**src/include/swrd_pkg.sv**
```systemverilog
// Package for the serial word register decoder: word layout, codes, reset values.
// Assumes a single 250 MHz clock domain in the user of this package.

package swrd_pkg;

  // ----------------------------------------------------------------
  // Frame lengths and field widths
  // ----------------------------------------------------------------
  localparam int WORD_BITS = 24;      // Plain frame length
  localparam int PEC_WORD_BITS = 32;  // Frame length with check code appended
  localparam int CHECK_BITS = 8;      // Trailing check code width
  localparam int PAYLOAD_BITS = 16;   // Data field width
  localparam int NUM_CHAN = 4;        // Channels A to D
  localparam int CNT_BITS = 6;        // Bit counter width, saturates
  localparam logic [5:0] CNT_MAX = 6'h3F;

  // ----------------------------------------------------------------
  // Register-select codes (word bits 20:18)
  // ----------------------------------------------------------------
  localparam logic [2:0] SEL_CODE = 3'h0;
  localparam logic [2:0] SEL_UNDEF = 3'h1;
  localparam logic [2:0] SEL_GAIN = 3'h2;
  localparam logic [2:0] SEL_GAIN_ALL = 3'h3;
  localparam logic [2:0] SEL_OFFS = 3'h4;
  localparam logic [2:0] SEL_OFFS_ALL = 3'h5;
  localparam logic [2:0] SEL_CLEAR = 3'h6;
  localparam logic [2:0] SEL_CTRL = 3'h7;

  // ----------------------------------------------------------------
  // Per-channel register kinds inside the register memory
  // ----------------------------------------------------------------
  localparam logic [1:0] KIND_CODE = 2'h0;
  localparam logic [1:0] KIND_GAIN = 2'h1;
  localparam logic [1:0] KIND_OFFS = 2'h2;
  localparam logic [1:0] KIND_CLEAR = 2'h3;

  // ----------------------------------------------------------------
  // Control-group selects (payload bits 15:13)
  // ----------------------------------------------------------------
  localparam logic [2:0] CTRL_SLEW = 3'h0;
  localparam logic [2:0] CTRL_MAIN = 3'h1;
  localparam logic [2:0] CTRL_CHAN = 3'h2;
  localparam logic [2:0] CTRL_SUPPLY = 3'h3;
  localparam logic [2:0] CTRL_SOFT = 3'h4;

  // ----------------------------------------------------------------
  // Reset values of the per-channel registers
  // ----------------------------------------------------------------
  localparam logic [15:0] RST_CODE = 16'h0000;
  localparam logic [15:0] RST_GAIN = 16'hFFFF;
  localparam logic [15:0] RST_OFFS = 16'h8000;
  localparam logic [15:0] RST_CLEAR = 16'h0000;

  // ----------------------------------------------------------------
  // Carriers
  // ----------------------------------------------------------------
  typedef struct packed {
    logic rw;              // 1 = read, 0 = write
    logic [1:0] dev_addr;  // target_device_sel_hi, target_device_sel_lo
    logic [2:0] reg_sel;   // reg_select_b2..b0
    logic [1:0] chan;      // channel_select_hi, channel_select_lo
    logic [15:0] payload;  // Data field
  } swrd_word_t;

  typedef struct packed {
    logic [2:0] sel;       // control_reg_select
    logic [1:0] chan;      // Channel for per-channel control registers
    logic [12:0] data;     // Control data bits
  } swrd_ctrl_t;

endpackage

```
**src/logic/swrd_decoder.sv**
```systemverilog
// Serial word register decoder: frames, checks and dispatches host words.
// Assumes serial pins are asynchronous to i_mclk and far slower than it.
//
// Functional notes
// - Plain frame is exactly 24 bits.
// - Checked frame is 32 bits, code last.
// - Word fields: rw, address, select, channel, payload.
// - Output-code write takes bits 15 to 0.
// - Act only when address equals strap pins.
// - Select 000 writes selected channel code.
// - Select 010 gain one, 011 all.
// - Select 100 offset one, 101 all.
// - Select 110 writes selected clear code.
// - Select 111 passes to control decode.
// - Channel bits ignored for all-channel writes.
// - Payload bits 15:13 pick control register.
`timescale 1ns/100ps

module swrd_decoder #(
  parameter int NUM_CHAN = swrd_pkg::NUM_CHAN
) (
  input wire logic i_mclk,
  input wire logic i_resetn,
  input wire logic i_sclk,
  input wire logic i_sync_n,
  input wire logic i_sdin,
  input wire logic i_strap_pin_hi,
  input wire logic i_strap_pin_lo,
  input wire logic i_pec_en,
  input wire logic [1:0] i_rd_chan,
  input wire logic [1:0] i_rd_kind,
  output logic [15:0] o_rd_data,
  output swrd_pkg::swrd_word_t o_word,
  output logic o_word_valid,
  output logic [7:0] o_check_code,
  output swrd_pkg::swrd_ctrl_t o_ctrl,
  output logic o_ctrl_wr,
  output logic o_read_req,
  output logic o_discard
);

  // ----------------------------------------------------------------
  // Pin synchronisers
  // ----------------------------------------------------------------
  logic [5:0] pin_m_q;   // First stage, read only by second stage
  logic [5:0] pin_s_q;   // Second stage, safe to use
  logic sclk_d1_q;       // Delayed clock for edge detection
  logic sync_d1_q;       // Delayed frame for edge detection

  // Both stages for all pins so data stays aligned with clock edges
  always_ff @(posedge i_mclk) begin
    if (!i_resetn) begin
      pin_m_q <= 6'h3F;
      pin_s_q <= 6'h3F;
      sclk_d1_q <= 1'b1;
      sync_d1_q <= 1'b1;
    end else begin
      pin_m_q <= {i_sclk, i_sync_n, i_sdin, i_strap_pin_hi, i_strap_pin_lo, i_pec_en};
      pin_s_q <= pin_m_q;
      sclk_d1_q <= pin_s_q[5];
      sync_d1_q <= pin_s_q[4];
    end
  end

  logic sclk_s, sync_s, sdin_s, pec_s;
  logic [1:0] strap_s;
  assign sclk_s = pin_s_q[5];
  assign sync_s = pin_s_q[4];
  assign sdin_s = pin_s_q[3];
  assign strap_s = pin_s_q[2:1];
  assign pec_s = pin_s_q[0];

  logic sclk_fall, frame_start, frame_end;
  // Data is taken on falling serial clock edges
  assign sclk_fall = sclk_d1_q && !sclk_s;
  assign frame_start = sync_d1_q && !sync_s;
  assign frame_end = !sync_d1_q && sync_s;

  // ----------------------------------------------------------------
  // Frame state machine
  // ----------------------------------------------------------------
  typedef enum logic {ST_IDLE, ST_SHIFT} swrd_state_t;
  swrd_state_t state_q;

  // Shifting runs only while the frame is low
  always_ff @(posedge i_mclk) begin
    if (!i_resetn) begin
      state_q <= ST_IDLE;
    end else begin
      case (state_q)
        ST_IDLE: begin
          if (frame_start) begin
            state_q <= ST_SHIFT;
          end
        end
        ST_SHIFT: begin
          if (frame_end) begin
            state_q <= ST_IDLE;
          end
        end
        default: begin
          state_q <= ST_IDLE;
        end
      endcase
    end
  end

  // ----------------------------------------------------------------
  // Shift register and bit counter
  // ----------------------------------------------------------------
  logic [31:0] shift_q;                   // Last 32 bits, newest at bit 0
  logic [swrd_pkg::CNT_BITS-1:0] cnt_q;   // Saturating bit count

  // Counter saturates so overlong frames never wrap back to a legal length
  always_ff @(posedge i_mclk) begin
    if (!i_resetn) begin
      shift_q <= 32'h0000_0000;
      cnt_q <= '0;
    end else if (frame_start) begin
      cnt_q <= '0;
    end else if (state_q == ST_SHIFT && sclk_fall) begin
      shift_q <= {shift_q[30:0], sdin_s};
      if (cnt_q != swrd_pkg::CNT_MAX) begin
        cnt_q <= cnt_q + 6'h01;
      end
    end
  end

  // ----------------------------------------------------------------
  // Word decode, evaluated in the frame-end cycle
  // ----------------------------------------------------------------
  swrd_pkg::swrd_word_t word;
  logic len_ok, addr_ok, take;
  logic [NUM_CHAN-1:0] chan_hot;

  // Checked frames keep the normal layout ahead of the code
  assign word = pec_s ? shift_q[31:8] : shift_q[23:0];
  // Exactly one full word per frame, else only a discard pulse
  assign len_ok = pec_s ? (cnt_q == 6'(swrd_pkg::PEC_WORD_BITS))
                        : (cnt_q == 6'(swrd_pkg::WORD_BITS));
  // Device address must equal the straps
  assign addr_ok = (word.dev_addr == strap_s);
  assign take = frame_end && (state_q == ST_SHIFT) && len_ok && addr_ok;
  // Channel 00..11 map to A..D as one-hot
  assign chan_hot = NUM_CHAN'(1) << word.chan;

  logic [NUM_CHAN-1:0] wr_mask_d;
  logic [1:0] wr_kind_d;
  logic ctrl_wr_d;

  // Select decode; reads never alter registers
  always_comb begin
    wr_mask_d = '0;
    wr_kind_d = swrd_pkg::KIND_CODE;
    ctrl_wr_d = 1'b0;
    if (take && !word.rw) begin
      case (word.reg_sel)
        swrd_pkg::SEL_CODE: begin
          wr_mask_d = chan_hot;
        end
        swrd_pkg::SEL_GAIN: begin
          wr_mask_d = chan_hot;
          wr_kind_d = swrd_pkg::KIND_GAIN;
        end
        swrd_pkg::SEL_GAIN_ALL: begin
          wr_mask_d = '1;
          wr_kind_d = swrd_pkg::KIND_GAIN;
        end
        swrd_pkg::SEL_OFFS: begin
          wr_mask_d = chan_hot;
          wr_kind_d = swrd_pkg::KIND_OFFS;
        end
        swrd_pkg::SEL_OFFS_ALL: begin
          wr_mask_d = '1;
          wr_kind_d = swrd_pkg::KIND_OFFS;
        end
        swrd_pkg::SEL_CLEAR: begin
          wr_mask_d = chan_hot;
          wr_kind_d = swrd_pkg::KIND_CLEAR;
        end
        swrd_pkg::SEL_CTRL: begin
          ctrl_wr_d = 1'b1;
        end
        default: begin
          // Undefined select falls here and changes nothing
          wr_mask_d = '0;
        end
      endcase
    end
  end

  // ----------------------------------------------------------------
  // Write pipeline into the register memory
  // ----------------------------------------------------------------
  logic [NUM_CHAN-1:0] wr_mask_q;
  logic [1:0] wr_kind_q;
  logic [15:0] wr_data_q;

  // Full 16-bit payload is the data for every per-channel write
  always_ff @(posedge i_mclk) begin
    if (!i_resetn) begin
      wr_mask_q <= '0;
      wr_kind_q <= swrd_pkg::KIND_CODE;
      wr_data_q <= 16'h0000;
    end else begin
      wr_mask_q <= wr_mask_d;
      wr_kind_q <= wr_kind_d;
      if (|wr_mask_d) begin
        wr_data_q <= word.payload;
      end
    end
  end

  swrd_regmem #(
    .DATA_W(swrd_pkg::PAYLOAD_BITS),
    .NUM_CHAN(NUM_CHAN)
  ) u_regmem (
    .i_mclk(i_mclk),
    .i_resetn(i_resetn),
    .i_wr_mask(wr_mask_q),
    .i_wr_kind(wr_kind_q),
    .i_wr_data(wr_data_q),
    .i_rd_chan(i_rd_chan),
    .i_rd_kind(i_rd_kind),
    .o_rd_data(o_rd_data)
  );

  // ----------------------------------------------------------------
  // Word, control and status outputs
  // ----------------------------------------------------------------
  // Accepted word and its check code are held until the next one
  always_ff @(posedge i_mclk) begin
    if (!i_resetn) begin
      o_word <= '0;
      o_check_code <= 8'h00;
      o_word_valid <= 1'b0;
    end else begin
      o_word_valid <= take;
      if (take) begin
        o_word <= word;
        o_check_code <= pec_s ? shift_q[7:0] : 8'h00;
      end
    end
  end

  // Control group: payload top bits name the register
  always_ff @(posedge i_mclk) begin
    if (!i_resetn) begin
      o_ctrl <= '0;
      o_ctrl_wr <= 1'b0;
    end else begin
      o_ctrl_wr <= ctrl_wr_d;
      if (ctrl_wr_d) begin
        o_ctrl <= {word.payload[15:13], word.chan, word.payload[12:0]};
      end
    end
  end

  // Reads are flagged; undefined-select writes and short, long or foreign words discarded
  always_ff @(posedge i_mclk) begin
    if (!i_resetn) begin
      o_read_req <= 1'b0;
      o_discard <= 1'b0;
    end else begin
      o_read_req <= take && word.rw;
      o_discard <= frame_end && (state_q == ST_SHIFT)
                   && (!take || (!word.rw && word.reg_sel == swrd_pkg::SEL_UNDEF));
    end
  end
endmodule

```
**src/logic/swrd_regmem.sv**
```systemverilog
// Per-channel register memory: output code, gain, offset and clear code.
// Assumes writes and reads come from logic on the same clock.
`timescale 1ns/100ps

module swrd_regmem #(
  parameter int DATA_W = 16,
  parameter int NUM_CHAN = 4
) (
  input wire logic i_mclk,
  input wire logic i_resetn,
  input wire logic [NUM_CHAN-1:0] i_wr_mask,
  input wire logic [1:0] i_wr_kind,
  input wire logic [DATA_W-1:0] i_wr_data,
  input wire logic [1:0] i_rd_chan,
  input wire logic [1:0] i_rd_kind,
  output logic [DATA_W-1:0] o_rd_data
);

  // ----------------------------------------------------------------
  // Storage, one bank of four registers per channel
  // ----------------------------------------------------------------
  // Unpacked so each channel's process owns its own elements
  logic [DATA_W-1:0] bank_q [NUM_CHAN][4]; // Channel, kind, word

  genvar ch;
  generate
    for (ch = 0; ch < NUM_CHAN; ch++) begin : g_chan
      // Mask lets one write land on all channels in the same cycle
      always_ff @(posedge i_mclk) begin
        if (!i_resetn) begin
          bank_q[ch][0] <= DATA_W'(swrd_pkg::RST_CODE);
          bank_q[ch][1] <= DATA_W'(swrd_pkg::RST_GAIN);
          bank_q[ch][2] <= DATA_W'(swrd_pkg::RST_OFFS);
          bank_q[ch][3] <= DATA_W'(swrd_pkg::RST_CLEAR);
        end else if (i_wr_mask[ch]) begin
          bank_q[ch][i_wr_kind] <= i_wr_data;
        end
      end
    end
  endgenerate

  // ----------------------------------------------------------------
  // Registered read port
  // ----------------------------------------------------------------
  always_ff @(posedge i_mclk) begin
    if (!i_resetn) begin
      o_rd_data <= '0;
    end else begin
      o_rd_data <= bank_q[i_rd_chan][i_rd_kind];
    end
  end

endmodule

```
**config.mk**
```make
export PLATFORM = sky130hd
export DESIGN_NAME = swrd_decoder
export DESIGN_NICKNAME = d
export VERILOG_FILES = /design/src/include/swrd_pkg.sv /design/src/logic/swrd_decoder.sv /design/src/logic/swrd_regmem.sv
export SDC_FILE = /design/constraint.sdc
export NUM_CORES = 1
export LEC_CHECK = 0
export BUFFER_PORTS_ARGS = -buffer_cell sky130_fd_sc_hd__buf_4
export CAP_MARGIN = 20
export CORE_UTILIZATION = 40
export CTS_CLUSTER_SIZE = 14
export DETAILED_ROUTE_END_ITERATION = 10
export PLACE_DENSITY = 0.63
export SLEW_MARGIN = 20
export SYNTH_ARGS = -nofsm -noshare
export SYNTH_HDL_FRONTEND = slang
export SYNTH_SLANG_ARGS = --single-unit
```
**constraint.sdc**
```tcl
create_clock -name i_mclk -period 2.4 [get_ports i_mclk]
set_input_delay 0.36 -clock i_mclk [delete_from_list [all_inputs] [get_ports i_mclk]]
set_output_delay 0.36 -clock i_mclk [all_outputs]
set_load 0.1 [all_outputs]
```
# Yosys cells after proc, flatten, opt, wreduce, memory -nomap -nowiden
# Memory sizes are Yosys's and may differ from the RTL's.
# Index checks and enable logic that the tools add are counted.
dict set report totals {
  wordCells 615
  ram_bits 256
  ff_bits 145
  out_inout_bits 70
  inputBits 12
  memories 1
}
# memory depth width rd rd_clocked_by_memory_dff write_ports line_no
set memory_table {}
lappend memory_table {u_regmem.bank_q 4 64 1 0 4 swrd_regmem.sv:23} ;# logic [DATA_W-1:0] bank_q [NUM_CHAN][4];
dict set report classes {
  magnitude_cmp 3
  n_mux 285
  reduce_logical 28
  eq_ne 11
  n_addsub 1
  shift 1
  bitwise_logic 261
}
# op n
set op_table {}
lappend op_table {{1-bit 2-to-1 mux} 270}
lappend op_table {{64-bit 2-to-1 mux} 4}
lappend op_table {{1-bit bitwise OR} 256}
lappend op_table {{16-bit 2-to-1 mux} 3}
lappend op_table {{16-bit binary-select mux with 2-bit select} 1}
lappend op_table {{16-bit demux with 2-bit select} 1}
lappend op_table {{24-bit 2-to-1 mux} 1}
lappend op_table {{3-bit == test, second input constant} 4}
lappend op_table {{1-bit logical AND} 12}
lappend op_table {{8-bit 2-to-1 mux} 1}
lappend op_table {{4-bit case mux with 2 select lines} 1}
lappend op_table {{2-bit OR reduction} 4}
lappend op_table {{4-bit OR reduction} 2}
lappend op_table {{6-bit by 1-bit adder with 6-bit output, second input constant} 1}
lappend op_table {{3-bit by 2-bit == test with 1-bit output, second input constant} 2}
lappend op_table {{6-bit by 5-bit == test with 1-bit output, second input constant} 1}
lappend op_table {{6-bit == test, second input constant} 1}
lappend op_table {{3-bit >= comparator, second input constant} 2}
lappend op_table {{6-bit inequality test, second input constant} 1}
lappend op_table {{2-bit NOT with 3-bit output} 2}
lappend op_table {{2-bit case mux with 3 select lines} 1}
lappend op_table {{2-bit AND reduction} 3}
lappend op_table {{1-bit zero test} 5}
lappend op_table {{4-bit 2-to-1 mux} 1}
lappend op_table {{8 further kinds} 10}

# Depth between registers and ports, before layout
# Gate-level depths: netlist (run 1).
dict set report depth {
  word_depth 8
  ltp_mapped 8
  ltp_nobuf 5
}

# Modules after synthesis
# Synthesis (run 1) repeated with hierarchy kept, for this count alone.
dict set report unflattened {
  hier_cells 1406
  hier_area_um2 17366.7
}
# module cells_per_inst seq_area_each_um2 n_inst area_per_inst_um2
set modules_own_cells {}
lappend modules_own_cells {swrd_regmem 859 8007.7 1 12179.2}
lappend modules_own_cells {swrd_decoder 547 2582.5 1 5187.5}

# Worst setup path after synthesis (run 1)
# No wires, ideal clock.
dict set report synth_timing {
  kind {input to register}
  from {input port i_resetn}
  to {memory u_regmem.bank_q[0][16] (netlist name) (enable)}
  setup_time_ns 0.411
  arrival_ns 1.988
  n_path_buf 1
  slack_ns 0.000
  required_time_ns 1.989
  cell_stages 3
  cell_sequence {clkbuf_1 -> nand2_1 -> o21ai_0}
}
# element line_no
set synth_rtl {}
lappend synth_rtl {{start: declaration} swrd_decoder.sv:23} ;# input wire logic i_resetn,
lappend synth_rtl {{end: declaration} swrd_regmem.sv:23}

# Worst setup path in the final report (run 1)
dict set report layout_timing {
  from {register pin_s_q[0]}
  to {register wr_kind_q[1]}
}
dict set report layout_between {
  elab_chain_cells 5
  elab_cells_between_ends 16
  cone_classes {eq/ne (6); mux (3); reduce/logical (7)}
}
# element line_no
set layout_rtl {}
lappend layout_rtl {{start: declaration} swrd_decoder.sv:46} ;# logic [5:0] pin_s_q;
lappend layout_rtl {{start signal: assignment} swrd_decoder.sv:59} ;# pin_s_q <= pin_m_q;
lappend layout_rtl {{branches (longest 5 deep; another with 24-bit 2-to-1 mux)} n/a}
lappend layout_rtl {{end signal: assignment} swrd_decoder.sv:203} ;# wr_kind_q <= swrd_pkg::KIND_CODE;
lappend layout_rtl {{end signal: assignment} swrd_decoder.sv:207} ;# wr_kind_q <= wr_kind_d;
lappend layout_rtl {{end: declaration} swrd_decoder.sv:196} ;# logic [1:0] wr_kind_q;
# Several ways; the timed one is not identified.
# A chain may end at the register's enable or synchronous reset.

==> results of run 1 <==
==> through the flow <==
step	power, W	std cells	utilization [%]	instance area [um2]	setup slack [ns]
2_1_floorplan	0.00827	1281	-	17000	0.000326
3_3_place_gp	0.00855	1859	43.9	18400	0.276
3_5_place_dp	0.00857	1860	43.9	18400	0.261
4_1_cts	0.0150	1940	47.3	19900	0.264
5_1_grt	0.0153	1940	47.3	19900	0.143
6_report	0.0149	1940	47.3	19900	0.277
==> kinds of logic (layout without fill, tap and decap cells) <==
group,Yosys count,after routing,share of synthesized area (%)
flip-flops,401,401,62.2
AND/OR/NAND/NOR,495,495,15.7
multiplexers,184,184,15.8
buffers and inverters,99,219,2.41
AO/OA/AOI/OAI,87,87,3.02
XOR/XNOR,13,13,0.713
adder cells (fa/ha/maj),2,2,0.147
==> what timing repair did <==
action                    in CTS  in global routing
hold buffers                   4                  0
buffers inserted               0                  0
hold endpoints to repair       4                  0
==> per-layer routing <==
layer,global-route usage [%],vias to the layer above,part of all wire (%)
met4,5.49,6,2.4
met2,28.9,263,45
li1,-,4734,-
met5,0,-,0.084
met3,4.06,68,5.8
met1,26.7,5098,46
==> report_power, final <==
part	total [W]	leakage, nW	switching [W]	internal, W
clock network	0.00645	0.680	0.00262	0.00384
logic	0.000869	2.63	0.000570	0.000299
registers	0.00754	3.59	0.0000548	0.00749
==> path summary, 6_finish.rpt <==
kind | from | end | slack (ns) | cells after the start
worst min register to register | pin_m_q[2] | pin_s_q[2] | 0.41 | 1
worst min-delay path | i_sync_n | pin_m_q[4] | 0.02 | 2
worst max register to register | pin_s_q[0] | wr_kind_q[1] | 0.28 | 4
worst max-delay path | pin_s_q[0] | wr_kind_q[1] | 0.28 | 4
==> synthesized netlist by cell type, types with 14 or more instances <==
master    number
mux2i_1       97
mux4_2        64
dfxtp_1      145
o22ai_1       17
edfxtp_1     256
nand3_1       14
clkbuf_1      68
nand2b_1      22
or2_2         64
mux2_2        22
and2_1       188
nand2_1      164
a21oi_1       40
nor2_1        17
==> worst reg2reg max path, delay by kind of cell, from the launching register on <==
kind / cells / cell delay, ns
AND/OR/NAND/NOR: 3 / 1.25
AO/OA/AOI/OAI: 1 / 0.26
flip-flops: 1 / 0.52
==> flip-flops by register name, summed over array words and instances, names as in the netlist, 2 cells and up <==
name                flops
pin_m_q                 6
pin_s_q                 6
u_regmem.o_rd_data     16
o_ctrl                 18
wr_mask_q               4
wr_kind_q               2
o_check_code            8
wr_data_q              16
shift_q                32
cnt_q                   6
u_regmem.bank_q       256
o_word                 24
==> area by class of cell <==
type	instances	area share [%]
clock buffers	66	6.58
clock inverters	10	0.391
inverters	7	0.132
multi-input cells	781	30.4
flip-flops and latches	401	53.3
well taps	539	3.40
repair buffers	136	5.72
==> results.toml, run 1 <==
[floorplan]
die_w_um = 208
io_pins = 82
design.die.area_mm2 = 0.0434
die_h_um = 208
start_util_pct = 40.6
rows = 75
core_mm2 = 0.0419

[synthesis]
synth_top_area_cell = "edfxtp_1"
synthDistinctLibCells = 46
synth_fp_nets = 1295
yosysWarningCount = 0
ys.flop_type = "edfxtp_1"
syn_avg_cell_area_um2 = 13.3
syn-cell-area_mm2 = 0.0170
ys_ff_latch = 401
synth_top_area_share_pct = 45.2
synth-edff-count = 256
synth_cells = 1281
synthArstFlopShare_pct = 0
seq_area_frac_synth_pct = 62.2
synth_area_leaders = "edfxtp_1 45%, dfxtp_1 17%, mux4_2 8.5%"

[routing]
routed_wl_um = 40300
via_per_inst = 5.24
drt_iter0_drc = 652
vias = 10169
post-route-drc-count = 0
post_drt_wl_per_cell_um = 20.8
firstDrtPassIters = 7
drtAntennaViolNets = 0

[critical_path]
cp_slowest_stage_delay_ns = 0.64
path_cells = "and4bb_2, o2111ai_2, or4_1, nor4_4"
slowest_stage = "or4_1"
critPathTopFamily = "simple AND/OR/NAND/NOR gates"
arrival_ns = 2.57
cp_max_fo = 15
cp.buffers_inverters = 0
path_class = "reg -> reg"
cp-start-kind = "flop"
end_kind = "flop"
required_ns = 2.84

[finish]
nets = 1383
drive_gt1_share_pct = 25.8
final_cell_mix = "256 x edfxtp_1, 188 x and2_1, 164 x nand2_1, 144 x dfxtp_1, 123 x buf_4"
fillers = 3696
synthToLayoutAreaGrowth_pct = 16.7
insertedDiodeCount = 0
final_common_cell = "edfxtp_1"
ff_latch_area_mm2 = 0.0106
multi_input_area_mm2 = 0.00604

[global_route]
track_usage_pct = 18.8
grt_pass1_vias = 10141
grt_pass1_wl_um = 61800
overflow = 0
antenna_found_initial = 4
grt_max_degree = 49

[pwr]
ir_drop_mv = 0.433
power_density_mw_per_mm2 = 749
p_leak_nw = 6.90

[timing]
worst_pin_slew_ns = 1.11
fin_crit_ns = 2.12
hold_slack_ns = 0.0208
setup_violations = 0
final.setup_skew_ns = 0.0170
slew_violations = 0
relSlewSlack_pct = 25.8
tns_ns = 0
min_period_over_period_pct = 88.4
rsz0062_at_grt = "false"
max_freq_ghz = 0.471
hold_viol_final = 0

[clocking]
cts-root-buf = "clkbuf_16"
clock_latency_ns = 0.54
clk_pin_slew_ns = 0.06
numClockSinks = 401
numCtsBuffers = 42
cts_max_path_buffers = 3
tritoncts = "built"
cts_resized = 0
cts_max_level = 2

[place]
dp_hpwl_um = 25700
io_buffers = 81
place.gp.congestion = 0.789

[min_path]
hold_class = "in -> reg"

[outcome]
status = "finished, final reports clean"

[job]
drv_cap = 0
(Power assumes the default switching activity.)
==> run 2, diff against run 1 <==
--- a/config.mk
+++ b/config.mk
@@ -7,10 +7,10 @@
 export LEC_CHECK = 0
 export BUFFER_PORTS_ARGS = -buffer_cell sky130_fd_sc_hd__buf_4
 export CAP_MARGIN = 20
-export CORE_UTILIZATION = 40
+export CORE_UTILIZATION = 55
 export CTS_CLUSTER_SIZE = 14
 export DETAILED_ROUTE_END_ITERATION = 10
-export PLACE_DENSITY = 0.63
+export PLACE_DENSITY = 0.8
 export SLEW_MARGIN = 20
 export SYNTH_ARGS = -nofsm -noshare
 export SYNTH_HDL_FRONTEND = slang
==> results.toml, run 2 (same netlist as run 1, synthesis figures left out) <==
[critical_path]
cp_max_fo = 34
rr_startpoint = "pin_s_q[0]"
cp-startpoint = "pin_s_q[0]"
cp-start-kind = "flop"
path_class = "reg -> reg"
end_kind = "flop"
required_ns = 2.84
arrival_ns = 2.61

[place]
io_buffers = 81
dp_hpwl_um = 23100
place.gp.congestion = 0.813

[global_route]
grt_pass1_vias = 10328
overflow = 0
antenna_found_initial = 0
track_usage_pct = 24.8
grt_max_degree = 106
grt_pass1_wl_um = 58900

[timing]
min_period_over_period_pct = 90.0
final.setup_skew_ns = 0.0203
fin_crit_ns = 2.16
worst_pin_slew_ns = 1.04
relSlewSlack_pct = 30.6
tns_ns = 0
hold_slack_ns = 0.0123
max_freq_ghz = 0.463
rsz0062_at_grt = "false"
hold_viol_final = 0
slew_violations = 0
setup_violations = 0

[job]
drv_cap = 0

[finish]
final_common_cell = "edfxtp_1"
nets = 1362
final_cell_mix = "256 x edfxtp_1, 188 x and2_1, 164 x nand2_1, 144 x dfxtp_1, 111 x buf_4"
synthToLayoutAreaGrowth_pct = 14.0
multi_input_area_mm2 = 0.00604
fillers = 2225
insertedDiodeCount = 0
top_regs = "u_regmem.bank_q x256, shift_q x32, o_word x24"
drive_gt1_share_pct = 24.2
largest_reg_flops = 256
top_register = "u_regmem.bank_q"
ff_latch_area_mm2 = 0.0106

[clocking]
clock_latency_ns = 0.54
tritoncts = "built"
clk_pin_slew_ns = 0.06
cts_hold_buffers = 0
numCtsBuffers = 40
post-cts-setup-buffer-count = 0
cts_max_path_buffers = 3
cts-root-buf = "clkbuf_16"
cts_max_level = 2
cts_resized = 0
numClockSinks = 401

[min_path]
min_from = "i_sync_n"
hold_class = "in -> reg"

[routing]
post-route-drc-count = 0
firstDrtPassIters = 6
routed_wl_um = 37700
via_per_inst = 5.80
drtAntennaViolNets = 0
post_drt_wl_per_cell_um = 21.3
vias = 10286
drt_iter0_drc = 943

[floorplan]
rows = 64
io_pins = 82
core_mm2 = 0.0305
die_h_um = 178
die_w_um = 178
start_util_pct = 55.8
design.die.area_mm2 = 0.0317

[pwr]
power_density_mw_per_mm2 = 751
p_leak_nw = 6.76
p_total_w = 0.0146
ir_drop_mv = 0.497

[outcome]
status = "finished, final reports clean"
==> run 2: through the flow <==
| step | utilization, % | std cells | instance area [um2] | setup WS (ns) |
|---|---|---|---|---|
| 4_1_cts | 63.6 | 1774 | 19400 | 0.233 |
| 2_1_floorplan | - | 1281 | 17000 | 0.000326 |
| 3_3_place_gp | 59.3 | 1702 | 18100 | 0.344 |
| 3_5_place_dp | 59.3 | 1702 | 18100 | 0.290 |
| 5_1_grt | 63.6 | 1774 | 19400 | 0.0958 |
| 6_report | 63.6 | 1774 | 19400 | 0.239 |
==> run 2: power by group <==
part	total [W]	leakage [nW]	switching (W)	internal, W
clock network	0.00619	0.633	0.00253	0.00366
registers	0.00755	3.59	0.0000581	0.00749
logic	0.000836	2.54	0.000556	0.000280
total	0.0146	6.76	0.00314	0.0114
==> run 2: cell type report <==
cell class,instances,area share [%]
Timing Repair Buffer,117,4.91
Clock inverter,20,1.01
Inverter,7,0.135
Tap cell,396,2.55
Multi-Input combinational cell,781,31.1
Sequential cell,401,54.6
Clock buffer,52,5.67
==> run 2: final timing paths <==
check          endpoint  slack [ns]  depth (start not counted)
max reg2reg  o_ctrl[17]        0.24                          6
min reg2reg  pin_s_q[4]        0.41                          1
min          pin_m_q[4]        0.01                          2
max          o_ctrl[17]        0.24                          6
==> run 2: worst max-delay path: stages, from the launching register on <==
cell and delay, ns:
dfxtp_2 0.46, buf_4 0.43, mux2_2 0.24, o21ai_0 0.15, nor4_2 0.17, buf_4 0.36, mux2i_1 0.26
==> run 2: routing by layer <==
layer / wire (um) / GRT usage (%) / share of wire, %
met4: 711 / 6.27 / 1.9
met1: 15900 / 34.1 / 42
met2: 18600 / 41.6 / 49
met5: 0 / 0 / 0
met3: 2450 / 3.62 / 6.5
